## src/np_regs_pkg.sv

```systemverilog
// Constants for the autonegotiation next page register bank
package np_regs_pkg;

    // ------------------------------------------------------------------
    // Bus geometry
    // ------------------------------------------------------------------
    localparam int          ADR_W        = 23;
    localparam int          DEV_LSB      = 18;
    localparam int          IDX_LSB      = 2;
    localparam logic [4:0]  DEV_SPACE    = 5'h07;

    // ------------------------------------------------------------------
    // Register indices (byte address is four times the index)
    // ------------------------------------------------------------------
    localparam logic [15:0] IDX_TX_LOW   = 16'h0208;
    localparam logic [15:0] IDX_TX_MID   = 16'h0209;
    localparam logic [15:0] IDX_TX_HIGH  = 16'h020A;
    localparam logic [15:0] IDX_LP_LOW   = 16'h020B;
    localparam logic [15:0] IDX_LP_MID   = 16'h020C;
    localparam logic [15:0] IDX_LP_HIGH  = 16'h020D;
    localparam logic [15:0] IDX_NP_STAT  = 16'h8100;

    // ------------------------------------------------------------------
    // Reset values and write masks
    // ------------------------------------------------------------------
    localparam logic [15:0] RST_TX_LOW   = 16'h2001;
    localparam logic [15:0] RST_TX_MID   = 16'h0000;
    localparam logic [15:0] RST_TX_HIGH  = 16'h0000;
    localparam logic [15:0] WMASK_TX_LOW = 16'hB7FF;
    localparam logic [15:0] WMASK_FULL   = 16'hFFFF;

    // ------------------------------------------------------------------
    // Low word field positions
    // ------------------------------------------------------------------
    localparam int          BIT_MORE_PAGES = 15;
    localparam int          BIT_PAGE_ACK   = 14;
    localparam int          BIT_ENCODING   = 13;
    localparam int          BIT_COMPLY_ACK = 12;
    localparam int          BIT_SYNC_TOG   = 11;
    localparam int          CODE_MSB       = 10;

    // ------------------------------------------------------------------
    // Message codes
    // ------------------------------------------------------------------
    localparam logic [10:0] MSG_NULL       = 11'h001;
    localparam logic [10:0] MSG_OUI_TAGGED = 11'h005;
    localparam logic [10:0] MSG_DEVICE_ID  = 11'h006;

    // ------------------------------------------------------------------
    // Status register bits
    // ------------------------------------------------------------------
    localparam int          STAT_READY     = 0;
    localparam int          STAT_ACK       = 1;

endpackage : np_regs_pkg

```

## src/field_reg.sv

```systemverilog
// Sixteen-bit software register with reset value, reload and write mask
module field_reg #(
    parameter logic [15:0] RESET = 16'h0000,
    parameter logic [15:0] WMASK = 16'hFFFF
) (
    input  wire logic        clk_i,     // System clock
    input  wire logic        rst_i,     // Async reset, high
    input  wire logic        reload_i,  // Return to reset value
    input  wire logic        we_i,      // Write strobe
    input  wire logic [1:0]  sel_i,     // Byte lanes
    input  wire logic [15:0] d_i,       // Write data
    output logic      [15:0] q_o        // Stored value
);
    wire [15:0] lane_mask = WMASK & {{8{sel_i[1]}}, {8{sel_i[0]}}};

    // Non-writable bits keep their reset value forever
    always_ff @(posedge clk_i or posedge rst_i) begin
        if (rst_i) begin
            q_o <= RESET;
        end else if (reload_i) begin
            q_o <= RESET;
        end else if (we_i) begin
            q_o <= (q_o & ~lane_mask) | (d_i & lane_mask);
        end
    end
endmodule : field_reg

```

## src/hold_reg.sv

```systemverilog
// Loadable holding register cleared by reset
module hold_reg #(
    parameter int WIDTH = 16
) (
    input  wire logic             clk_i,   // System clock
    input  wire logic             rst_i,   // Async reset, high
    input  wire logic             load_i,  // Capture strobe
    input  wire logic [WIDTH-1:0] d_i,     // Value to capture
    output logic      [WIDTH-1:0] q_o      // Held value
);
    always_ff @(posedge clk_i or posedge rst_i) begin
        if (rst_i) begin
            q_o <= '0;
        end else if (load_i) begin
            q_o <= d_i;
        end
    end
endmodule : hold_reg

```

## src/autoneg_next_page_regs.sv

```systemverilog
// Autonegotiation next page register bank behind a classic Wishbone slave
//
// Notes on behaviour
// - The transmit words sit in device space 7, the low transmit word at register 0x0208.
// - Power-up and autonegotiation reset load the low transmit word with 0x2001, a null message page.
// - Low word bit 15 is a writable more-pages request, reset to zero.
// - Low word bit 14 is a read-only acknowledge indication, reset to zero, unaffected by writes.
// - Low word bit 13 is a writable encoding select, reset to one, one meaning a message page.
// - Low word bit 12 is a writable comply acknowledge, reset to zero.
// - Low word bit 11 always reads zero; the link toggle is made by the arbitration logic.
// - Low word bits 10 to 0 are a writable code field resetting to 1 (1 null, 5 OUI tagged, 6 device id).
// - The middle transmit word at 0x0209 is a writable field, reset zero, for page bits 31 to 16.
// - The high transmit word at 0x020A is a writable field, reset zero, for page bits 47 to 32.
// - Reading the partner low word at 0x020B captures the partner middle and high words.
// - The partner low word reads back request, acknowledge, encoding, comply, toggle and code, reset zero.
// - Partner middle (0x020C) and high (0x020D) words return the values held at the last low-word read.
//
// Register map, device space 7, byte address four times the index:
//   0x0208 next_page_tx_low        page bits 15:0, written last
//   0x0209 next_page_tx_mid        page bits 31:16
//   0x020A next_page_tx_high       page bits 47:32
//   0x020B partner_next_page_low   partner bits 15:0, live
//   0x020C partner_next_page_mid   partner bits 31:16, snapshot
//   0x020D partner_next_page_high  partner bits 47:32, snapshot
//   0x8100 status                  bit 0 page ready, bit 1 acknowledge state
// Other indices answer with zero data and ignore writes.
// A low-word write arms the page; page_taken_i disarms it, except that a
// low-word write landing on the same edge keeps it armed.
//
// The Wishbone register port was chosen for this implementation.
module autoneg_next_page_regs
    import np_regs_pkg::*;
(
    input  wire logic             clk_i,            // System clock, 10 MHz
    input  wire logic             rst_i,            // Async reset, high
    // Wishbone classic slave
    input  wire logic [ADR_W-1:0] adr_i,            // Byte address
    input  wire logic [31:0]      dat_i,            // Write data
    output logic      [31:0]      dat_o,            // Read data
    input  wire logic             we_i,             // Write enable
    input  wire logic [3:0]       sel_i,            // Byte selects
    input  wire logic             cyc_i,            // Cycle
    input  wire logic             stb_i,            // Strobe
    output logic                  ack_o,            // Acknowledge
    // Arbitration side
    input  wire logic             an_reset_i,       // Autonegotiation reset
    input  wire logic             page_ack_i,       // Local acknowledge state
    input  wire logic [47:0]      partner_page_i,   // Live received partner page
    input  wire logic             page_taken_i,     // Ready page consumed
    output logic      [47:0]      tx_page_o,        // Page to transmit
    output logic                  tx_page_ready_o,  // Page waiting to be sent
    output logic                  tx_page_load_o    // Low word just written
);

    // ------------------------------------------------------------------
    // Address decode
    // ------------------------------------------------------------------
    wire        req        = cyc_i & stb_i & ~ack_o;
    wire        dev_hit    = (adr_i[ADR_W-1:DEV_LSB] == DEV_SPACE);
    wire [15:0] reg_idx    = adr_i[DEV_LSB-1:IDX_LSB];
    wire        hit_tx_low = dev_hit & (reg_idx == IDX_TX_LOW);
    wire        hit_tx_mid = dev_hit & (reg_idx == IDX_TX_MID);
    wire        hit_tx_hi  = dev_hit & (reg_idx == IDX_TX_HIGH);
    wire        hit_lp_low = dev_hit & (reg_idx == IDX_LP_LOW);
    wire        hit_lp_mid = dev_hit & (reg_idx == IDX_LP_MID);
    wire        hit_lp_hi  = dev_hit & (reg_idx == IDX_LP_HIGH);
    wire        hit_stat   = dev_hit & (reg_idx == IDX_NP_STAT);
    wire        wr_req     = req & we_i;
    wire        rd_req     = req & ~we_i;
    wire        wr_tx_low  = wr_req & hit_tx_low;

    // Strobes for the words that act on an accepted request
    wire        wr_tx_mid  = wr_req & hit_tx_mid;
    wire        wr_tx_hi   = wr_req & hit_tx_hi;
    wire        rd_lp_low  = rd_req & hit_lp_low;

    // ------------------------------------------------------------------
    // Transmit page words
    // ------------------------------------------------------------------
    wire [15:0] tx_low;
    wire [15:0] tx_mid;
    wire [15:0] tx_high;

    // Acknowledge and toggle bits are masked off: stored zero forever
    field_reg #(
        .RESET (RST_TX_LOW),
        .WMASK (WMASK_TX_LOW)
    ) u_tx_low (
        .clk_i    (clk_i),
        .rst_i    (rst_i),
        .reload_i (an_reset_i),
        .we_i     (wr_tx_low),
        .sel_i    (sel_i[1:0]),
        .d_i      (dat_i[15:0]),
        .q_o      (tx_low)
    );

    field_reg #(
        .RESET (RST_TX_MID),
        .WMASK (WMASK_FULL)
    ) u_tx_mid (
        .clk_i    (clk_i),
        .rst_i    (rst_i),
        .reload_i (an_reset_i),
        .we_i     (wr_tx_mid),
        .sel_i    (sel_i[1:0]),
        .d_i      (dat_i[15:0]),
        .q_o      (tx_mid)
    );

    field_reg #(
        .RESET (RST_TX_HIGH),
        .WMASK (WMASK_FULL)
    ) u_tx_high (
        .clk_i    (clk_i),
        .rst_i    (rst_i),
        .reload_i (an_reset_i),
        .we_i     (wr_tx_hi),
        .sel_i    (sel_i[1:0]),
        .d_i      (dat_i[15:0]),
        .q_o      (tx_high)
    );

    // Page as software composed it; the link inserts its own toggle
    assign tx_page_o = {tx_high, tx_mid, tx_low};

    // ------------------------------------------------------------------
    // Local acknowledge indication
    // ------------------------------------------------------------------
    logic page_ack;

    // An autonegotiation reset drops the indication with the page words
    wire  next_page_ack = page_ack_i & ~an_reset_i;

    always_ff @(posedge clk_i or posedge rst_i) begin
        if (rst_i) begin
            page_ack <= 1'b0;
        end else begin
            page_ack <= next_page_ack;
        end
    end

    // ------------------------------------------------------------------
    // Transmit low word as software reads it back
    // ------------------------------------------------------------------
    wire        more_pages_request   = tx_low[BIT_MORE_PAGES];
    wire        page_acknowledge     = page_ack;
    wire        page_encoding_select = tx_low[BIT_ENCODING];
    wire        comply_acknowledge   = tx_low[BIT_COMPLY_ACK];
    wire        page_sync_toggle     = tx_low[BIT_SYNC_TOG];
    wire [10:0] page_code_field      = tx_low[CODE_MSB:0];

    wire [15:0] tx_low_view = {
        more_pages_request,
        page_acknowledge,
        page_encoding_select,
        comply_acknowledge,
        page_sync_toggle,
        page_code_field
    };

    // ------------------------------------------------------------------
    // Partner page: one registered copy keeps all three words coherent
    // ------------------------------------------------------------------
    wire [15:0] partner_low;
    wire [15:0] partner_mid;
    wire [15:0] partner_high;
    wire [15:0] held_mid;
    wire [15:0] held_high;

    // One registered copy per word, all sampled on the same edge
    hold_reg #(
        .WIDTH (16)
    ) u_partner_low (
        .clk_i  (clk_i),
        .rst_i  (rst_i),
        .load_i (1'b1),
        .d_i    (partner_page_i[15:0]),
        .q_o    (partner_low)
    );

    hold_reg #(
        .WIDTH (16)
    ) u_partner_mid (
        .clk_i  (clk_i),
        .rst_i  (rst_i),
        .load_i (1'b1),
        .d_i    (partner_page_i[31:16]),
        .q_o    (partner_mid)
    );

    hold_reg #(
        .WIDTH (16)
    ) u_partner_high (
        .clk_i  (clk_i),
        .rst_i  (rst_i),
        .load_i (1'b1),
        .d_i    (partner_page_i[47:32]),
        .q_o    (partner_high)
    );

    // Snapshot taken on the same edge the low word is answered
    hold_reg #(
        .WIDTH (16)
    ) u_held_mid (
        .clk_i  (clk_i),
        .rst_i  (rst_i),
        .load_i (rd_lp_low),
        .d_i    (partner_mid),
        .q_o    (held_mid)
    );

    hold_reg #(
        .WIDTH (16)
    ) u_held_high (
        .clk_i  (clk_i),
        .rst_i  (rst_i),
        .load_i (rd_lp_low),
        .d_i    (partner_high),
        .q_o    (held_high)
    );

    // ------------------------------------------------------------------
    // Partner low word fields, live from the registered copy
    // ------------------------------------------------------------------
    wire        partner_more_pages_request = partner_low[BIT_MORE_PAGES];
    wire        partner_page_acknowledge   = partner_low[BIT_PAGE_ACK];
    wire        partner_page_encoding      = partner_low[BIT_ENCODING];
    wire        partner_comply_acknowledge = partner_low[BIT_COMPLY_ACK];
    wire        partner_sync_toggle        = partner_low[BIT_SYNC_TOG];
    wire [10:0] partner_code_field         = partner_low[CODE_MSB:0];

    wire [15:0] partner_low_view = {
        partner_more_pages_request,
        partner_page_acknowledge,
        partner_page_encoding,
        partner_comply_acknowledge,
        partner_sync_toggle,
        partner_code_field
    };

    // ------------------------------------------------------------------
    // Page ready handshake
    // ------------------------------------------------------------------
    // Only the low word arms the page, so mid and high must already hold
    wire set_ready   = wr_tx_low;
    wire clear_ready = page_taken_i;
    // Set wins over the take; the autonegotiation reset wins over both
    wire next_ready  = an_reset_i  ? 1'b0 :
                       set_ready   ? 1'b1 :
                       clear_ready ? 1'b0 : tx_page_ready_o;
    wire next_load   = wr_tx_low & ~an_reset_i;

    always_ff @(posedge clk_i or posedge rst_i) begin
        if (rst_i) begin
            tx_page_ready_o <= 1'b0;
        end else begin
            tx_page_ready_o <= next_ready;
        end
    end

    always_ff @(posedge clk_i or posedge rst_i) begin
        if (rst_i) begin
            tx_page_load_o <= 1'b0;
        end else begin
            tx_page_load_o <= next_load;
        end
    end

    // ------------------------------------------------------------------
    // Read data and acknowledge
    // ------------------------------------------------------------------
    // Status word: ready flag and acknowledge state, read only
    wire [15:0] stat_view = (16'(tx_page_ready_o) << STAT_READY) |
                            (16'(page_ack) << STAT_ACK);

    // Unmapped addresses still answer, with zero data
    wire [15:0] next_rdata =
        hit_tx_low ? tx_low_view :
        hit_tx_mid ? tx_mid :
        hit_tx_hi  ? tx_high :
        hit_lp_low ? partner_low_view :
        hit_lp_mid ? held_mid :
        hit_lp_hi  ? held_high :
        hit_stat   ? stat_view : 16'h0000;

    // Every request is answered after one cycle, then ack idles a cycle
    always_ff @(posedge clk_i or posedge rst_i) begin
        if (rst_i) begin
            ack_o <= 1'b0;
        end else begin
            ack_o <= req;
        end
    end

    // Read data holds until the next accepted read
    always_ff @(posedge clk_i or posedge rst_i) begin
        if (rst_i) begin
            dat_o <= 32'h00000000;
        end else if (rd_req) begin
            dat_o <= {16'h0000, next_rdata};
        end
    end

endmodule : autoneg_next_page_regs

```

## config.mk

```make
export PLATFORM = sky130hd
export DESIGN_NAME = autoneg_next_page_regs
export DESIGN_NICKNAME = d
export VERILOG_FILES = /design/src/np_regs_pkg.sv /design/src/field_reg.sv /design/src/hold_reg.sv /design/src/autoneg_next_page_regs.sv
export SDC_FILE = /design/constraint.sdc
export NUM_CORES = 1
export LEC_CHECK = 0
export BUFFER_PORTS_ARGS = -buffer_cell sky130_fd_sc_hd__clkbuf_2
export CORE_UTILIZATION = 46
export DETAILED_ROUTE_END_ITERATION = 7
export PLACE_DENSITY = 0.84
export SLEW_MARGIN = 20
export SYNTH_ARGS = -nofsm -noshare
export SYNTH_HDL_FRONTEND = slang
export SYNTH_SLANG_ARGS = --single-unit
```

## constraint.sdc

```tcl
create_clock -name clk_i -period 4.4 [get_ports clk_i]
set_input_delay 0.66 -clock clk_i [delete_from_list [all_inputs] [get_ports clk_i]]
set_output_delay 0.66 -clock clk_i [all_outputs]
set_load 0.05 [all_outputs]
```

==> impl_metrics.ini, run 1 <==
[timing]
fin_crit_ns = 2.684
setup-violations-final = 0
fmax_mhz = 372.6
setup_slack_ns = 1.716
max_slew.worst_pin.slew_ns = 1.051
fin_worst_skew_ns = 0.007068
period_share_pct = 61.00
final.setup.tns_ns = 0
grt_setup_unrepaired = false
max-slew-margin-rel_pct = 29.94
hold_viol_final = 0
maxSlewViolCount = 0

[route]
viasPerCell = 5.474
drt_first_pass_iters = 5
wire_per_inst_um = 18.94
drtIter0Drc = 223
vias = 4604
drc_errors = 0
drt_wl_total_um = 15930
drtAntennaViolNets = 0

[clock_network]
cts_num_sinks = 146
htree_levels = 4
numCtsBuffers = 17
clk_latency_ns = 0.43
cts-root-buf = clkbuf_16
postCtsSetupRepairBufs = 0
cts_max_path_buffers = 2
cts_tree = done
post_cts_resized = 0
clk_pin_slew_ns = 0.06
postCtsHoldBufs = 0

[finish]
seq_area_um2 = 3656
utilization_pct = 58.75
multi_input_area_um2 = 2552
antenna_cells = 0
drive_gt1_share_pct = 39.40
area.growth.synth_to_final_pct = 23.07
n_fill_cell = 1059
nets = 767

[power_and_ir_drop]
p_leak_uw = 0.003910
irDropWorstVdd_mv = 0.2762
power_density_nw_per_um2 = 381.4

[critical_path]
crit_arrival_ns = 3.01
critPathCaptureType = flop
crit_required_ns = 4.72
cp_max_fo = 11
startpoint_type = input pin
setup.worst_path.class = in -> reg
reg2reg_depth = 5

[placement]
place_ws_ns = 1.267
dp_hpwl_um = 10920
gp_congestion = 0.8490
numPortBuffers = 159

[logic_synthesis]
synth_flop_cell = dfrtp_1
ys_types = 53
synth_enable_flop_cells = 0
seq_area_frac_synth_pct = 56.93
async_flop_share_pct = 100.0
yosysMostFrequentCell = dfrtp_1
yosys-top-cells-area = dfrtp_1, mux2i_1, mux2_4, nor2_1, mux2_2
synth_cells = 494
ys_warn_count = 0
syn_area_um2 = 6422
synth_top_area_share_pct = 56.11
avgSynthCellArea_um2 = 13.00
yosys-top-cells-count = dfrtp_1, mux2i_1, nor2_1
ys_ff_latch = 146
yosys.area.top_type = dfrtp_1

[global_routing]
grt_remaining_overflow = 0
grt_max_degree = 92
antenna_found_initial = 0
grt_pass1_wl_um = 25260
grtUsageTotal_pct = 23.41
grt_pass1_vias = 4787

[floorplanning]
initial_utilization_pct = 47.74
io_pins = 198
die_w_um = 120.2
rows = 42
die_h_um = 120.2
core_um2 = 13450
die-area_um2 = 14440

[run]
drv_cap = 0

[outcome]
status = finished clean

[hold_path]
worstHoldPathType = in -> async
-- final cells by class --
type | count | share of cell area [%]
clock buffers | 19 | 5.604
clock inverters | 13 | 1.931
inverters | 4 | 0.2375
multi-input cells | 317 | 32.29
flip-flops and latches | 146 | 46.26
well taps | 176 | 2.786
repair buffers | 166 | 10.89
-- where the power goes --
part | leakage (uW) | internal, uW | switching (uW)
registers | 0.00192 | 1370 | 9.03
clock network | 0.000275 | 859 | 581
logic | 0.00172 | 58.9 | 138
total | 0.00391 | 2290 | 728
-- placed cells by master, fill, tap and decap left out, drive strengths merged, types with 3 or more instances in the layout --
cell / instances
a21oi: 5
buf: 7
clkbuf: 178
clkinvlp: 6
conb: 18
dfrtp: 144
inv: 7
mux2: 46
mux2i: 70
nand2: 21
nand2b: 3
nand3: 9
nand3b: 3
nor2: 53
nor2b: 5
nor3: 10
nor4: 4
nor4b: 4
o21ai: 15
o221ai: 13
o22ai: 13
-- sequential cells by signal (all words and copies together), names as in the netlist --
register / cells
dat_o: 16
u_held_high.q_o: 16
u_held_mid.q_o: 16
u_partner_high.q_o: 16
u_partner_low.q_o: 16
u_partner_mid.q_o: 16
u_tx_high.q_o: 16
u_tx_mid.q_o: 16
u_tx_low.q_o: 14
ack_o: 1
page_ack: 1
tx_page_load_o: 1
tx_page_ready_o: 1
-- critical path, stage by stage --
cell and delay [ns]:
clkbuf_2 0.09, and4bb_1 0.31, nand4_1 0.55, nor2_1 0.74, buf_4 0.30, o221ai_1 0.12, o21ai_0 0.23
-- worst paths after layout --
path | startpoint | to | slack (ns)
worst min-delay path | rst_i | u_partner_mid.q_o[13] | 0.23
min in group clk_i | partner_page_i[38] | u_partner_high.q_o[6] | 0.34
worst max-delay path | adr_i[21] | dat_o[8] | 1.72
max in group asynchronous | rst_i | u_tx_low.q_o[0] | 3.33
worst min register to register | u_partner_high.q_o[11] | u_held_high.q_o[11] | 0.47
worst max register to register | ack_o | u_tx_high.q_o[9] | 2.15
-- metrics by stage --
stage / hold WS, ns / instances / instance area (um2) / total power (uW)
6_report: 0.2253 / 841 / 7904 / 3014
5_1_grt: 0.2538 / 841 / 7904 / 3112
4_1_cts: 0.2196 / 841 / 7904 / 3037
3_5_place_dp: 0.4633 / 809 / 7308 / 1599
3_3_place_gp: 0.4630 / 809 / 7308 / 1592
2_1_floorplan: 0.4555 / 511 / 6490 / 1529
-- kinds of logic (layout without fill, tap and decap cells) --
family	count (synthesis)	count (layout)	synth area share, %
flip-flops	146	146	56.93
buffers and inverters	48	202	4.325
multiplexers	116	116	20.73
AND/OR/NAND/NOR	123	123	11.42
AO/OA/AOI/OAI	60	60	6.546
other	1	18	0.05839
-- layer usage --
metal / vias to the layer above / global-route usage [%] / routed length [um]
met4: 0 / 9.375 / 359
met2: 197 / 39.26 / 7981
met5: - / 0 / 0
met1: 2317 / 29.01 / 6551
li1: 2058 / - / -
met3: 32 / 5.561 / 1034
(Power assumes the default switching activity.)
==> run 2, diff against run 1 <==
- ABC_AREA: default -> 1
- CORE_UTILIZATION: 46 -> 47
- PLACE_DENSITY: 0.84 -> 0.85
- clock period: 4.4 -> 2.4 ns (I/O delays scaled with it)
==> impl_metrics.ini, run 2 <==
[power_and_ir_drop]
p_switching_uw = 1480
clkPwrFrac_pct = 46.9
p_seq_share_pct = 45.5
p_leak_uw = 0.004263
irDropWorstVdd_mv = 0.6271
comb_power_share_pct = 7.6
switching_share_pct = 26.51
power_density_nw_per_um2 = 676.7
p_total_uw = 5582
intPower_uw = 4102

[global_routing]
grtUsageTotal_pct = 25.62
grtUsageMet3_pct = 6.626
grt_pass1_wl_um = 28070
use_met2_pct = 41.75
grt_pass1_vias = 5532
grt_max_degree = 80
antenna_found_initial = 0
grt_remaining_overflow = 0
top_usage_layer = met2
use_met1_pct = 32.23

[critical_path]
cp_max_fo = 45
startpoint = ack_o
crit_required_ns = 2.70
reg2reg_depth = 5
startpoint_type = flop
setup.worst_path.class = reg -> reg
crit_arrival_ns = 2.21
critPathCaptureType = flop
regToRegEndpoint = u_held_mid.q_o[1]
r2r_start = ack_o
r2r_slack_ns = 0.49
endpoint = u_held_mid.q_o[1]

[logic_synthesis]
synth_flop_cell = dfrtp_1
yosys-top-cells-count = dfrtp_1, nand2_1, inv_1
synth_enable_flop_cells = 0
ys_types = 34
syn_area_um2 = 6681
ys_ff_latch = 146
avgSynthCellArea_um2 = 9.241
seq_area_frac_synth_pct = 54.72
synth_top_area_share_pct = 53.93
yosys-top-cells-area = dfrtp_1, nand2_1, nand4_1, o21ai_0, nand3_1
yosys.area.top_type = dfrtp_1
ys_warn_count = 0
yosysMostFrequentCell = dfrtp_1
async_flop_share_pct = 100.0
synth_cells = 723

[clock_network]
numCtsBuffers = 17
postCtsHoldBufs = 0
cts-root-buf = clkbuf_16
postCtsSetupRepairBufs = 0
clk_latency_ns = 0.43
post_cts_resized = 0
cts_num_sinks = 146
cts_max_path_buffers = 2
clk_pin_slew_ns = 0.07
cts_tree = done
htree_levels = 4

[hold_path]
hp-start = partner_page_i[27]
worstHoldPathType = in -> reg

[timing]
period_share_pct = 79.63
fmax_mhz = 523.2
setup_slack_ns = 0.4888
fin_crit_ns = 1.911
hold_viol_final = 0
setup-violations-final = 0
fin_worst_skew_ns = 0.006639
maxSlewViolCount = 0
grt_setup_unrepaired = false
final.setup.tns_ns = 0
max_slew.worst_pin.slew_ns = 0.7367
max-slew-margin-rel_pct = 50.83

[floorplanning]
initial_utilization_pct = 48.13
rows = 43
die-area_um2 = 14700
io_pins = 198
die_h_um = 121.2
die_w_um = 121.2
core_um2 = 13880

[route]
viasPerCell = 5.450
drtIter0Drc = 524
vias = 5886
drt_first_pass_iters = 5
drc_errors = 0
drtAntennaViolNets = 0
wire_per_inst_um = 16.50
drt_wl_total_um = 17820

[finish]
antenna_cells = 0
stdcell_count = 1080
seq_area_um2 = 3656
final_common_cell = clkbuf_2
nets = 1002
utilization_pct = 59.43
final_cell_mix = clkbuf_2, dfrtp_1, nand2_1
n_fill_cell = 1192
multi_input_area_um2 = 2489
area.growth.synth_to_final_pct = 23.46
drive_gt1_share_pct = 28.44

[outcome]
status = finished clean

[run]
drv_cap = 0

[placement]
gp_congestion = 0.8995
dp_hpwl_um = 12460
dp_cells = 1048
numPortBuffers = 159
place_ws_ns = 0.3582
[run 2: cell types whose count changed after synthesis, moves of 30 or more]
cell,before,now
a21oi_1,5,36
inv_1,4,69
mux2_4,30,0
mux2i_1,70,0
nand2_1,20,132
nand3_1,7,52
nand4_1,1,54
o21ai_0,14,55
[run 2: kinds of logic (layout without fill, tap and decap cells)]
| kind of cell | Yosys count | after routing | synth area share (%) |
|---|---|---|---|
| AO/OA/AOI/OAI | 119 | 119 | 10.52 |
| buffers and inverters | 129 | 289 | 8.989 |
| other | 1 | 18 | 0.05613 |
| flip-flops | 146 | 146 | 54.72 |
| multiplexers | 19 | 19 | 3.202 |
| AND/OR/NAND/NOR | 309 | 309 | 22.51 |
[run 2: metrics by stage]
step	hold WS (ns)	cell area [um2]
after floorplan	0.3914	6749
after global routing	0.01658	8249
after global placement	0.4360	7665
final	0.03463	8249
after CTS	0.02100	8249
after detailed placement	0.4406	7665
[run 2: worst min-delay path by stage]
| stage | endpoint | slack, ns | depth (start not counted) |
|---|---|---|---|
| after global routing | u_partner_mid.q_o[2] | 0.02 | 1 |
| after floorplan | u_partner_high.q_o[0] | 0.39 | 0 |
| after detailed placement | u_held_mid.q_o[7] | 0.44 | 2 |
| after CTS | u_partner_mid.q_o[11] | 0.02 | 1 |
| final | u_partner_mid.q_o[11] | 0.03 | 1 |
| after global placement | u_held_mid.q_o[5] | 0.44 | 2 |
[run 2: power by group through the flow]
| stage | Sequential [uW] | Clock, uW | Combinational, uW |
|---|---|---|---|
| final | 2540 | 2620 | 423 |
| after CTS | 2540 | 2650 | 426 |
| after detailed placement | 2590 | 0 | 422 |
| after floorplan | 2630 | 0 | 240 |
| after global placement | 2590 | 0 | 417 |
| after global routing | 2550 | 2770 | 467 |
[run 2: layout make-up]
| type | instances | share of cell area [%] |
|---|---|---|
| clock buffers | 17 | 5.157 |
| clock inverters | 15 | 1.926 |
| inverters | 74 | 3.413 |
| multi-input cells | 465 | 30.17 |
| flip-flops and latches | 146 | 44.32 |
| well taps | 180 | 2.730 |
| repair buffers | 183 | 12.29 |
[run 2: metal layers]
layer	vias up	wire, um	share of wire, %
met4	0	523	2.9
met1	2784	7288	41
met2	336	8408	47
met5	-	0	0
li1	2722	-	-
met3	44	1595	9.0
[run 2: critical path, cell delays in order, from the launching register on]
cell and delay (ns):
dfrtp_1 0.42, nor4_4 0.35, inv_2 0.25, nor2_8 0.17
buf_12 0.22, mux2_1 0.36
